## src/hdl/cache_cause_consts.svh

```systemverilog
// Function
// - Three-bit divide field: 000 undivided, 001..110 divide by 2..64, 111 reserved.
// - Reset clears the divide field to 000.
// - Leaving halt mode clears the divide field to 000.
// - A divided setting slows pipeline and bus interface by the chosen ratio.
// - Force-data-miss bit 19 makes cacheable loads miss, honoring block refill.
// - Forced data misses still let stores and refills write the data cache.
// - Reset clears the force-data-miss bit.
// - Each force-miss bit is ORed with the emulator force-miss pin.
// - Force-instruction-miss bit makes fetches miss, refilled by four words.
// - Reset clears the force-instruction-miss bit.
// - Data write-inhibit blocks all data cache writes, refills and stores.
// - Instruction write-inhibit blocks all instruction cache writes.
// - Cause holds a five-bit code of the latest exception.
// - Codes: 0 interrupt, 4..12 as listed, 13..31 reserved.
// - Translation exception codes 1 to 3 are never reported.
// - All cause fields except software interrupt bits are read-only.
// - Writing 1 sets a software interrupt, writing 0 clears it.
// - Exception in a delay slot sets the flag, return address points at branch.
// - Coprocessor-unusable exception records the coprocessor number.
// - Pending field shows every pending interrupt regardless of masks.
// - Once lock is written 1, config writes are ignored until reset.
// - Halt bit stalls the pipeline until any interrupt or reset.
// - Data misses refill four words with block refill 1, else one.
`ifndef CACHE_CAUSE_CONSTS_SVH
`define CACHE_CAUSE_CONSTS_SVH
`define CFG_REG_IDX      5'h03
`define CAUSE_REG_IDX    5'h0d
`define CFG_LOCK_BIT     31
`define CFG_BLKREF_BIT   29
`define CFG_DIDX_LSB     27
`define CFG_HALT_BIT     25
`define CFG_IIDX_LSB     23
`define CFG_DIV_LSB      20
`define CFG_FDM_BIT      19
`define CFG_FIM_BIT      18
`define CFG_DWI_BIT      17
`define CFG_IWI_BIT      16
`define CAU_SOFT_LSB     8
`define DIV_RST          3'h0
`define DIV_RESERVED     3'h7
`define IDX_RST          2'h0
`define EXC_CPU          5'h0b
`define EXC_TLB_LAST     5'h03
`define EXC_LAST_LEGAL   5'h0c
`define QUAD_WORDS       3'h4
`define SINGLE_WORDS     3'h1
`define PC_STEP          32'h0000_0004
`endif

```

## src/hdl/cache_cause_pkg.sv

```systemverilog
`default_nettype none
package cache_cause_pkg;
	typedef struct packed {
		logic       lock;
		logic       block_refill;
		logic [1:0] dcache_index;
		logic       halt;
		logic [1:0] icache_index;
		logic [2:0] clock_divide_select;
		logic       force_data_miss;
		logic       force_instr_miss;
		logic       data_cache_write_inhibit;
		logic       instr_cache_write_inhibit;
	} cache_ctl_t;

	typedef struct packed {
		logic        valid;
		logic [4:0]  code;
		logic        in_delay;
		logic [1:0]  cop_unit;
		logic [31:0] pc;
	} exc_event_t;
endpackage
`default_nettype wire

```

## src/hdl/cache_config_and_cause_regs.sv

```systemverilog
// The address map and the strobed register port were chosen for this implementation.
`timescale 1ns/10ps
`default_nettype none
`include "cache_cause_consts.svh"
module cache_config_and_cause_regs
	import cache_cause_pkg::*;
#(
	parameter int HW_INTS = 6
) (
	input  wire logic        ref_clk,
	input  wire logic        rst,
	input  wire logic [4:0]  reg_addr,
	input  wire logic [31:0] reg_wdata,
	input  wire logic        reg_wr,
	input  wire logic        reg_rd,
	output logic      [31:0] reg_rdata,
	input  wire exc_event_t  exc_in,
	input  wire logic [HW_INTS-1:0] hw_int_pins,
	input  wire logic        emulator_miss_force_pin,
	input  wire logic        dcache_refill_wr,
	input  wire logic        dcache_store_wr,
	input  wire logic        icache_refill_wr,
	output logic             dcache_wr_en,
	output logic             icache_wr_en,
	output logic             force_data_miss,
	output logic             force_instr_miss,
	output logic      [2:0]  data_refill_words,
	output logic      [2:0]  instr_refill_words,
	output logic             pipe_bus_tick,
	output logic             pipeline_stall,
	output cache_ctl_t       cache_ctl,
	output logic      [31:0] exception_return_pc
);

	// Pin inputs: three stages, a change is taken once stages two and three agree.
	localparam int SYN_W = HW_INTS + 1;
	logic [SYN_W-1:0] pin_raw;
	logic [SYN_W-1:0] sync1_q;
	logic [SYN_W-1:0] sync2_q;
	logic [SYN_W-1:0] sync3_q;
	logic [SYN_W-1:0] pin_q;

	assign pin_raw = {emulator_miss_force_pin, hw_int_pins};

	genvar gi;
	generate
		for (gi = 0; gi < SYN_W; gi++) begin : g_sync
			always_ff @(posedge ref_clk or posedge rst) begin
				if (rst) begin
					sync1_q[gi] <= 1'h0;
					sync2_q[gi] <= 1'h0;
					sync3_q[gi] <= 1'h0;
					pin_q[gi]   <= 1'h0;
				end else begin
					sync1_q[gi] <= pin_raw[gi];
					sync2_q[gi] <= sync1_q[gi];
					sync3_q[gi] <= sync2_q[gi];
					if (sync2_q[gi] == sync3_q[gi]) begin
						pin_q[gi] <= sync3_q[gi];
					end
				end
			end
		end
	endgenerate

	wire logic [HW_INTS-1:0] pending_interrupts;
	wire logic               emu_force;
	assign pending_interrupts = pin_q[HW_INTS-1:0];
	assign emu_force          = pin_q[HW_INTS];

	// Register decode.
	wire logic cfg_sel;
	wire logic cause_sel;
	wire logic cfg_wr;
	wire logic cfg_wr_en;
	wire logic cause_wr;
	assign cfg_sel   = (reg_addr == `CFG_REG_IDX);
	assign cause_sel = (reg_addr == `CAUSE_REG_IDX);
	assign cfg_wr    = reg_wr && cfg_sel;
	assign cfg_wr_en = cfg_wr && !cache_ctl.lock;

	// Cause state.
	logic [1:0] soft_interrupt_bits_q;
	logic [4:0] exception_cause_code_q;
	logic       branch_delay_flag_q;
	logic [1:0] cop_err_q;

	wire logic int_any;
	wire logic halt_exit;
	assign int_any   = |{pending_interrupts, soft_interrupt_bits_q};
	assign halt_exit = cache_ctl.halt && int_any;

	// Config register next value; software bits only land when unlocked.
	cache_ctl_t cfg_wval;
	cache_ctl_t cfg_d;
	assign cfg_wval.lock                      = reg_wdata[`CFG_LOCK_BIT];
	assign cfg_wval.block_refill              = reg_wdata[`CFG_BLKREF_BIT];
	assign cfg_wval.dcache_index              = reg_wdata[`CFG_DIDX_LSB +: 2];
	assign cfg_wval.halt                      = reg_wdata[`CFG_HALT_BIT];
	assign cfg_wval.icache_index              = reg_wdata[`CFG_IIDX_LSB +: 2];
	assign cfg_wval.clock_divide_select       = reg_wdata[`CFG_DIV_LSB +: 3];
	assign cfg_wval.force_data_miss           = reg_wdata[`CFG_FDM_BIT];
	assign cfg_wval.force_instr_miss          = reg_wdata[`CFG_FIM_BIT];
	assign cfg_wval.data_cache_write_inhibit  = reg_wdata[`CFG_DWI_BIT];
	assign cfg_wval.instr_cache_write_inhibit = reg_wdata[`CFG_IWI_BIT];

	// A software write in the same cycle as a halt exit wins, so a fresh halt is
	// taken and then released by the still pending interrupt one cycle later.
	always_comb begin
		cfg_d = cache_ctl;
		if (cfg_wr_en) begin
			cfg_d = cfg_wval;
		end else if (halt_exit) begin
			cfg_d.halt                = 1'h0;
			cfg_d.clock_divide_select = `DIV_RST;
		end
	end

	always_ff @(posedge ref_clk or posedge rst) begin
		if (rst) begin
			cache_ctl.lock                      <= 1'h0;
			cache_ctl.block_refill              <= 1'h0;
			cache_ctl.dcache_index              <= `IDX_RST;
			cache_ctl.halt                      <= 1'h0;
			cache_ctl.icache_index              <= `IDX_RST;
			cache_ctl.clock_divide_select       <= `DIV_RST;
			cache_ctl.force_data_miss           <= 1'h0;
			cache_ctl.force_instr_miss          <= 1'h0;
			cache_ctl.data_cache_write_inhibit  <= 1'h0;
			cache_ctl.instr_cache_write_inhibit <= 1'h0;
		end else begin
			cache_ctl <= cfg_d;
		end
	end

	// Clock divider: a tick every 2**code cycles, every cycle for reserved code 7; both pipeline and bus use it.
	logic [5:0] div_cnt_q;
	wire logic       div_active;
	wire logic [5:0] div_limit;
	wire logic       tick;
	assign div_active = (cache_ctl.clock_divide_select != `DIV_RST) &&
	                    (cache_ctl.clock_divide_select != `DIV_RESERVED);
	assign div_limit  = 6'((7'h01 << cache_ctl.clock_divide_select) - 7'h01);
	assign tick       = !div_active || (div_cnt_q >= div_limit);

	always_ff @(posedge ref_clk or posedge rst) begin
		if (rst) begin
			div_cnt_q <= 6'h00;
		end else begin
			div_cnt_q <= tick ? 6'h00 : div_cnt_q + 6'h01;
		end
	end

	// The divider gives an enable, not a clock, so no gated clock leaves here.
	assign pipe_bus_tick  = tick;
	assign pipeline_stall = cache_ctl.halt || !tick;

	// Cache control outputs.
	assign force_data_miss    = cache_ctl.force_data_miss || emu_force;
	assign force_instr_miss   = cache_ctl.force_instr_miss || emu_force;
	assign data_refill_words  = cache_ctl.block_refill ? `QUAD_WORDS : `SINGLE_WORDS;
	assign instr_refill_words = `QUAD_WORDS;
	// Forced misses never gate writes; only the inhibit bits do.
	assign dcache_wr_en = (dcache_refill_wr || dcache_store_wr) &&
	                      !cache_ctl.data_cache_write_inhibit;
	assign icache_wr_en = icache_refill_wr &&
	                      !cache_ctl.instr_cache_write_inhibit;

	// Exception capture; translation and reserved codes cannot be recorded.
	wire logic code_legal;
	wire logic exc_take;
	assign code_legal = (exc_in.code == 5'h00) ||
	                    ((exc_in.code > `EXC_TLB_LAST) &&
	                     (exc_in.code <= `EXC_LAST_LEGAL));
	assign exc_take   = exc_in.valid && code_legal;
	assign cause_wr   = reg_wr && cause_sel;

	always_ff @(posedge ref_clk or posedge rst) begin
		if (rst) begin
			exception_cause_code_q <= 5'h00;
			branch_delay_flag_q    <= 1'h0;
			cop_err_q              <= 2'h0;
			exception_return_pc    <= 32'h0000_0000;
		end else if (exc_take) begin
			exception_cause_code_q <= exc_in.code;
			branch_delay_flag_q    <= exc_in.in_delay;
			exception_return_pc    <= exc_in.in_delay ? exc_in.pc - `PC_STEP
			                                          : exc_in.pc;
			if (exc_in.code == `EXC_CPU) begin
				cop_err_q <= exc_in.cop_unit;
			end
		end
	end

	always_ff @(posedge ref_clk or posedge rst) begin
		if (rst) begin
			soft_interrupt_bits_q <= 2'h0;
		end else if (cause_wr) begin
			soft_interrupt_bits_q <= reg_wdata[`CAU_SOFT_LSB +: 2];
		end
	end

	// Read mux; data stand one cycle after the strobe and read zero otherwise.
	wire logic [31:0] cfg_rval;
	wire logic [31:0] cause_rval;
	wire logic [31:0] rd_mux;
	assign cfg_rval   = {cache_ctl.lock, 1'h1, cache_ctl.block_refill,
	                     cache_ctl.dcache_index, 1'h0, cache_ctl.halt,
	                     cache_ctl.icache_index, cache_ctl.clock_divide_select,
	                     cache_ctl.force_data_miss, cache_ctl.force_instr_miss,
	                     cache_ctl.data_cache_write_inhibit,
	                     cache_ctl.instr_cache_write_inhibit, 16'h0000};
	assign cause_rval = {branch_delay_flag_q, 1'h0, cop_err_q, 12'h000,
	                     pending_interrupts, soft_interrupt_bits_q, 1'h0,
	                     exception_cause_code_q, 2'h0};
	assign rd_mux     = cfg_sel ? cfg_rval : (cause_sel ? cause_rval : 32'h0000_0000);

	always_ff @(posedge ref_clk or posedge rst) begin
		if (rst) begin
			reg_rdata <= 32'h0000_0000;
		end else begin
			reg_rdata <= reg_rd ? rd_mux : 32'h0000_0000;
		end
	end

	// Checks.
	localparam int SYNC_MIN = 1;
	localparam int SYNC_MAX = 3;
endmodule
`default_nettype wire

```

## config.mk

```make
export PLATFORM = sky130hd
export DESIGN_NAME = cache_config_and_cause_regs
export DESIGN_NICKNAME = d
export VERILOG_FILES = /design/src/hdl/cache_cause_pkg.sv /design/src/hdl/cache_config_and_cause_regs.sv
export VERILOG_INCLUDE_DIRS = /design/src /design/src/hdl
export SDC_FILE = /design/constraint.sdc
export NUM_CORES = 1
export LEC_CHECK = 0
export BUFFER_PORTS_ARGS = -buffer_cell sky130_fd_sc_hd__buf_4
export CAP_MARGIN = 20
export CORE_ASPECT_RATIO = 2
export CORE_MARGIN = 5
export CORE_UTILIZATION = 30
export DETAILED_ROUTE_END_ITERATION = 8
export PLACE_DENSITY = 0.55
export RECOVER_POWER = 50
export SYNTH_ARGS = -nofsm -noshare
export SYNTH_HDL_FRONTEND = slang
export SYNTH_SLANG_ARGS = --single-unit
```

## constraint.sdc

```tcl
create_clock -name ref_clk -period 5.8 [get_ports ref_clk]
set_clock_uncertainty 0.1 [all_clocks]
set_input_delay 0.87 -clock ref_clk [delete_from_list [all_inputs] [get_ports ref_clk]]
set_output_delay 0.87 -clock ref_clk [all_outputs]
set_load 0.03 [all_outputs]
```

==> metrics.md <==
| Metric | Value |
|---|---|
| Status | `complete, but fails checks` |
| Failing checks | `capacitance limit, slew limit` |
| Tcrit/Tclk final | `0.628` |
| Drt drc | `0` |
| Crit-path max FO | `9` |
| Share of cells above drive strength 1 | `0.333` |
| Routing usage on met3 | `0.0526` |
| # IOs | `182` |
| Hold_buf cts | `0` |
| Area delta synth->final | `36.6%` |
| Number of DRC markers in iteration 0 | `51` |
| Max_cap viols | `2` |
| Post-cts repair resize count | `0` |
| Vias per inst | `4.43` |
| Worst Setup End Kind | `output pin` |
| Prevailing post-synth register cell | `dfrtp_1` |
| Post-CTS Setup Inserts | `0` |
| Final Cell Area | `6860 um^2` |
| Final hold violation count | `0` |
| DRT Pass-1 Iters | `4` |
| Post-synth EDFFs | `0` |
| RSZ-0062 raised after global routing | `false` |
| Min cycle time layout | `3.64 ns` |
| R2R Path End | `div_cnt_q[4]$_DFF_PP0_` |
| CTS Root Cell | `clkbuf_16` |
| Initial Utilization | `0.303` |
| Synth Instances | `416` |
| FP Rows | `67` |
| #FFs+latches synth | `118` |
| PD cells | `380 nW/um^2` |
| Slowest CP cell | `dfrtp_1` |
| CTS buffer count | `17` |
| Vias | `3543` |
| Relative slew margins | `-1.03` |
| Syn Area/Cell | `12.1 um^2` |
| Yosys top cell by area | `dfrtp_1` |
| Area after DPL | `6390 um^2` |
| Worst r2r src | `cache_ctl[6]$_DFFE_PP0P_` |
| Startpoint Class | `flop` |
| Die W | `102 um` |
| Worst path max stage delay | `0.46 ns` |
| Core box area | `16600 um^2` |
| Fraction of registers with async set/reset | `1.00` |
| Yosys warning count | `0` |
| Drt wl/cell | `14.6 um` |
| Clock Sinks | `118` |
| Ant. Diodes | `0` |
| Nets | `679` |
| Clk slew on worst S/H paths | `0.05 ns` |
| H-tree Lvls | `4` |
| Combinational power share | `0.190` |
| First-pass GRT wire length | `18900 um` |
| Largest net degree at the start of global routing | `69` |
| Post-Route WL | `11700 um` |
| Switching part of the total power | `0.290` |
| Reg2Reg Setup Slack | `3.48 ns` |
| Design Power | `2610 uW` |
| Post-synth top cells | `dfrtp_1 (118), nand2_1 (40), and2_1 (24), nor2_1 (24), xnor2_1 (24)` |
| Worst setup path endpoint | `pipeline_stall` |
| Post-synth design cell area | `5030 um^2` |
| GRT overflow | `0` |
| Achievable Freq | `0.275 GHz` |
| Fillers | `1686` |
| IO buf count | `157` |
| # setup viols final | `0` |
| Sequential share of power | `0.376` |
| Fin Setup TNS | `0 ns` |
| Worst hold margin | `0.247 ns` |
| Number of global-route vias before repair | `3617` |
| Count leader, synth | `dfrtp_1` |
| GR peak layer | `met2` |
| Worst Hold Launch | `sync1_q[5]$_DFF_PP0_` |
| Slew Viols, Final | `112` |
| Final ANT Viol Nets | `0` |
| HPWL after DPL | `8560 um` |
| Max IR drop VDD | `0.212 mV` |
| CP startpoint | `cache_ctl[6]$_DFFE_PP0P_` |
| Routability Congestion | `0.750` |
| Met2 GRT Util | `0.174` |
| Die Height | `193 um` |
| Req. time, crit path | `4.83 ns` |
| Worst hold path class | `reg2reg` |
| Met1 GRT Util | `0.173` |
| Yosys top cell area share | `0.588` |
| Skew-Pair Late Insertion Delay | `0.40 ns` |
| Most used cell, CP | `nand2b_1` |
| Register area share after synthesis | `0.588` |
| Slew @ Worst Pin | `3.02 ns` |
| Clk buf depth | `2` |
| Internal power | `1850 uW` |
| Die area | `19600 um^2` |
| WS Path Type | `reg2out` |
| Clk network pwr share | `0.434` |
| CTS tree | `yes` |
| Overall Global Routing Usage | `0.125` |
| CP arrival | `2.67 ns` |
| Top cells by area, synth | `dfrtp_1 (59%), mux2_2 (4.5%), xnor2_1 (4.2%)` |
| Net switching power | `757 uW` |
| Number of antenna violations at the first check in global routing | `0` |
| CP cell instances | `or3_1 > ha_1 > nand2b_1 > a21o_1 > a211oi_1 > o21bai_1 > nand2b_1 > buf_4` |
| Reg2reg path depth | `7` |
| Leakage power | `0.00313 uW` |
| Synth cell types | `43` |
-- cell usage in the layout (no fill, tap or decap), drive strengths merged, types with 12 or more instances in the layout --
cell type  netlist  routed
dfrtp          118     118
buf             13     111
clkbuf          10      69
nand2           40      40
o21ai           32      32
xnor2           24      24
nor2            24      24
and2            24      24
mux2            20      20
nor4            14      14
or3             12      12
-- metal layers --
layer,share of wire,wire [um]
met2,0.44,5110
met3,0.085,990
met4,0.012,144
met1,0.46,5430
met5,0,0
-- layout make-up --
| class | count | area [um^2] | area share |
|---|---|---|---|
| Sequential cell | 118 | 2950 | 0.430 |
| Multi-Input combinational cell | 274 | 1930 | 0.281 |
| Timing Repair Buffer | 161 | 1050 | 0.154 |
| Clock buffer | 19 | 443 | 0.0645 |
| Tap cell | 207 | 259 | 0.0377 |
| Clock inverter | 13 | 195 | 0.0284 |
| Inverter | 7 | 27.5 | 0.00401 |
-- stage by stage --
step	cells	util	setup slack, ns
2_1_floorplan	422	-	1.70
3_3_place_gp	767	0.385	2.58
3_5_place_dp	767	0.385	2.59
4_1_cts	799	0.423	2.12
5_1_grt	799	0.414	1.96
6_report	799	0.414	2.16
-- power groups by stage --
stage                     logic (uW)  registers, uW  clock network [uW]
after global placement           518            993                   0
final                            496            980                1130
after global routing             543            995                1200
after floorplan                  189           1110                   0
after CTS                        521            983                1170
after detailed placement         520            997                   0
-- kinds of logic (layout without fill, tap and decap cells) --
kind of cell / after synthesis / in the layout / synth area share
fa+ha+maj: 15 / 15 / 0.0339
other cells: 2 / 8 / 0.00149
buf+inv: 30 / 200 / 0.0326
mux: 20 / 20 / 0.0448
flops: 118 / 118 / 0.588
xor+xnor: 33 / 33 / 0.0575
compound gates: 49 / 49 / 0.0607
simple gates: 149 / 149 / 0.181
-- registers in the layout, indices dropped and copies added, names as in the netlist, 2 cells and up --
name / count
sync2_q: 7
reg_rdata: 28
exception_cause_code_q: 5
exception_return_pc: 32
cache_ctl: 14
cause_rval: 6
sync3_q: 7
sync1_q: 7
soft_interrupt_bits_q: 2
div_cnt_q: 6
cop_err_q: 2
-- how the worst min path moves through the flow --
stage	end	slack, ns	depth (start not counted)
floorplan	sync2_q[0]$_DFF_PP0_	0.23	0
global route	sync2_q[5]$_DFF_PP0_	0.25	0
finish	sync2_q[5]$_DFF_PP0_	0.25	0
detailed placement	sync2_q[3]$_DFF_PP0_	0.23	0
global placement	sync2_q[4]$_DFF_PP0_	0.23	0
CTS	sync2_q[3]$_DFF_PP0_	0.25	0
-- critical path, delay by kind of cell, from the launching register on --
family	cells	cell delay, ns
buffers and inverters	1	0.16
AOI/OAI and AO/OA	3	0.65
DFF	1	0.46
adders and majority gates	1	0.28
and+or+nand+nor	3	0.70
Power figures use the tool's default switching activity.
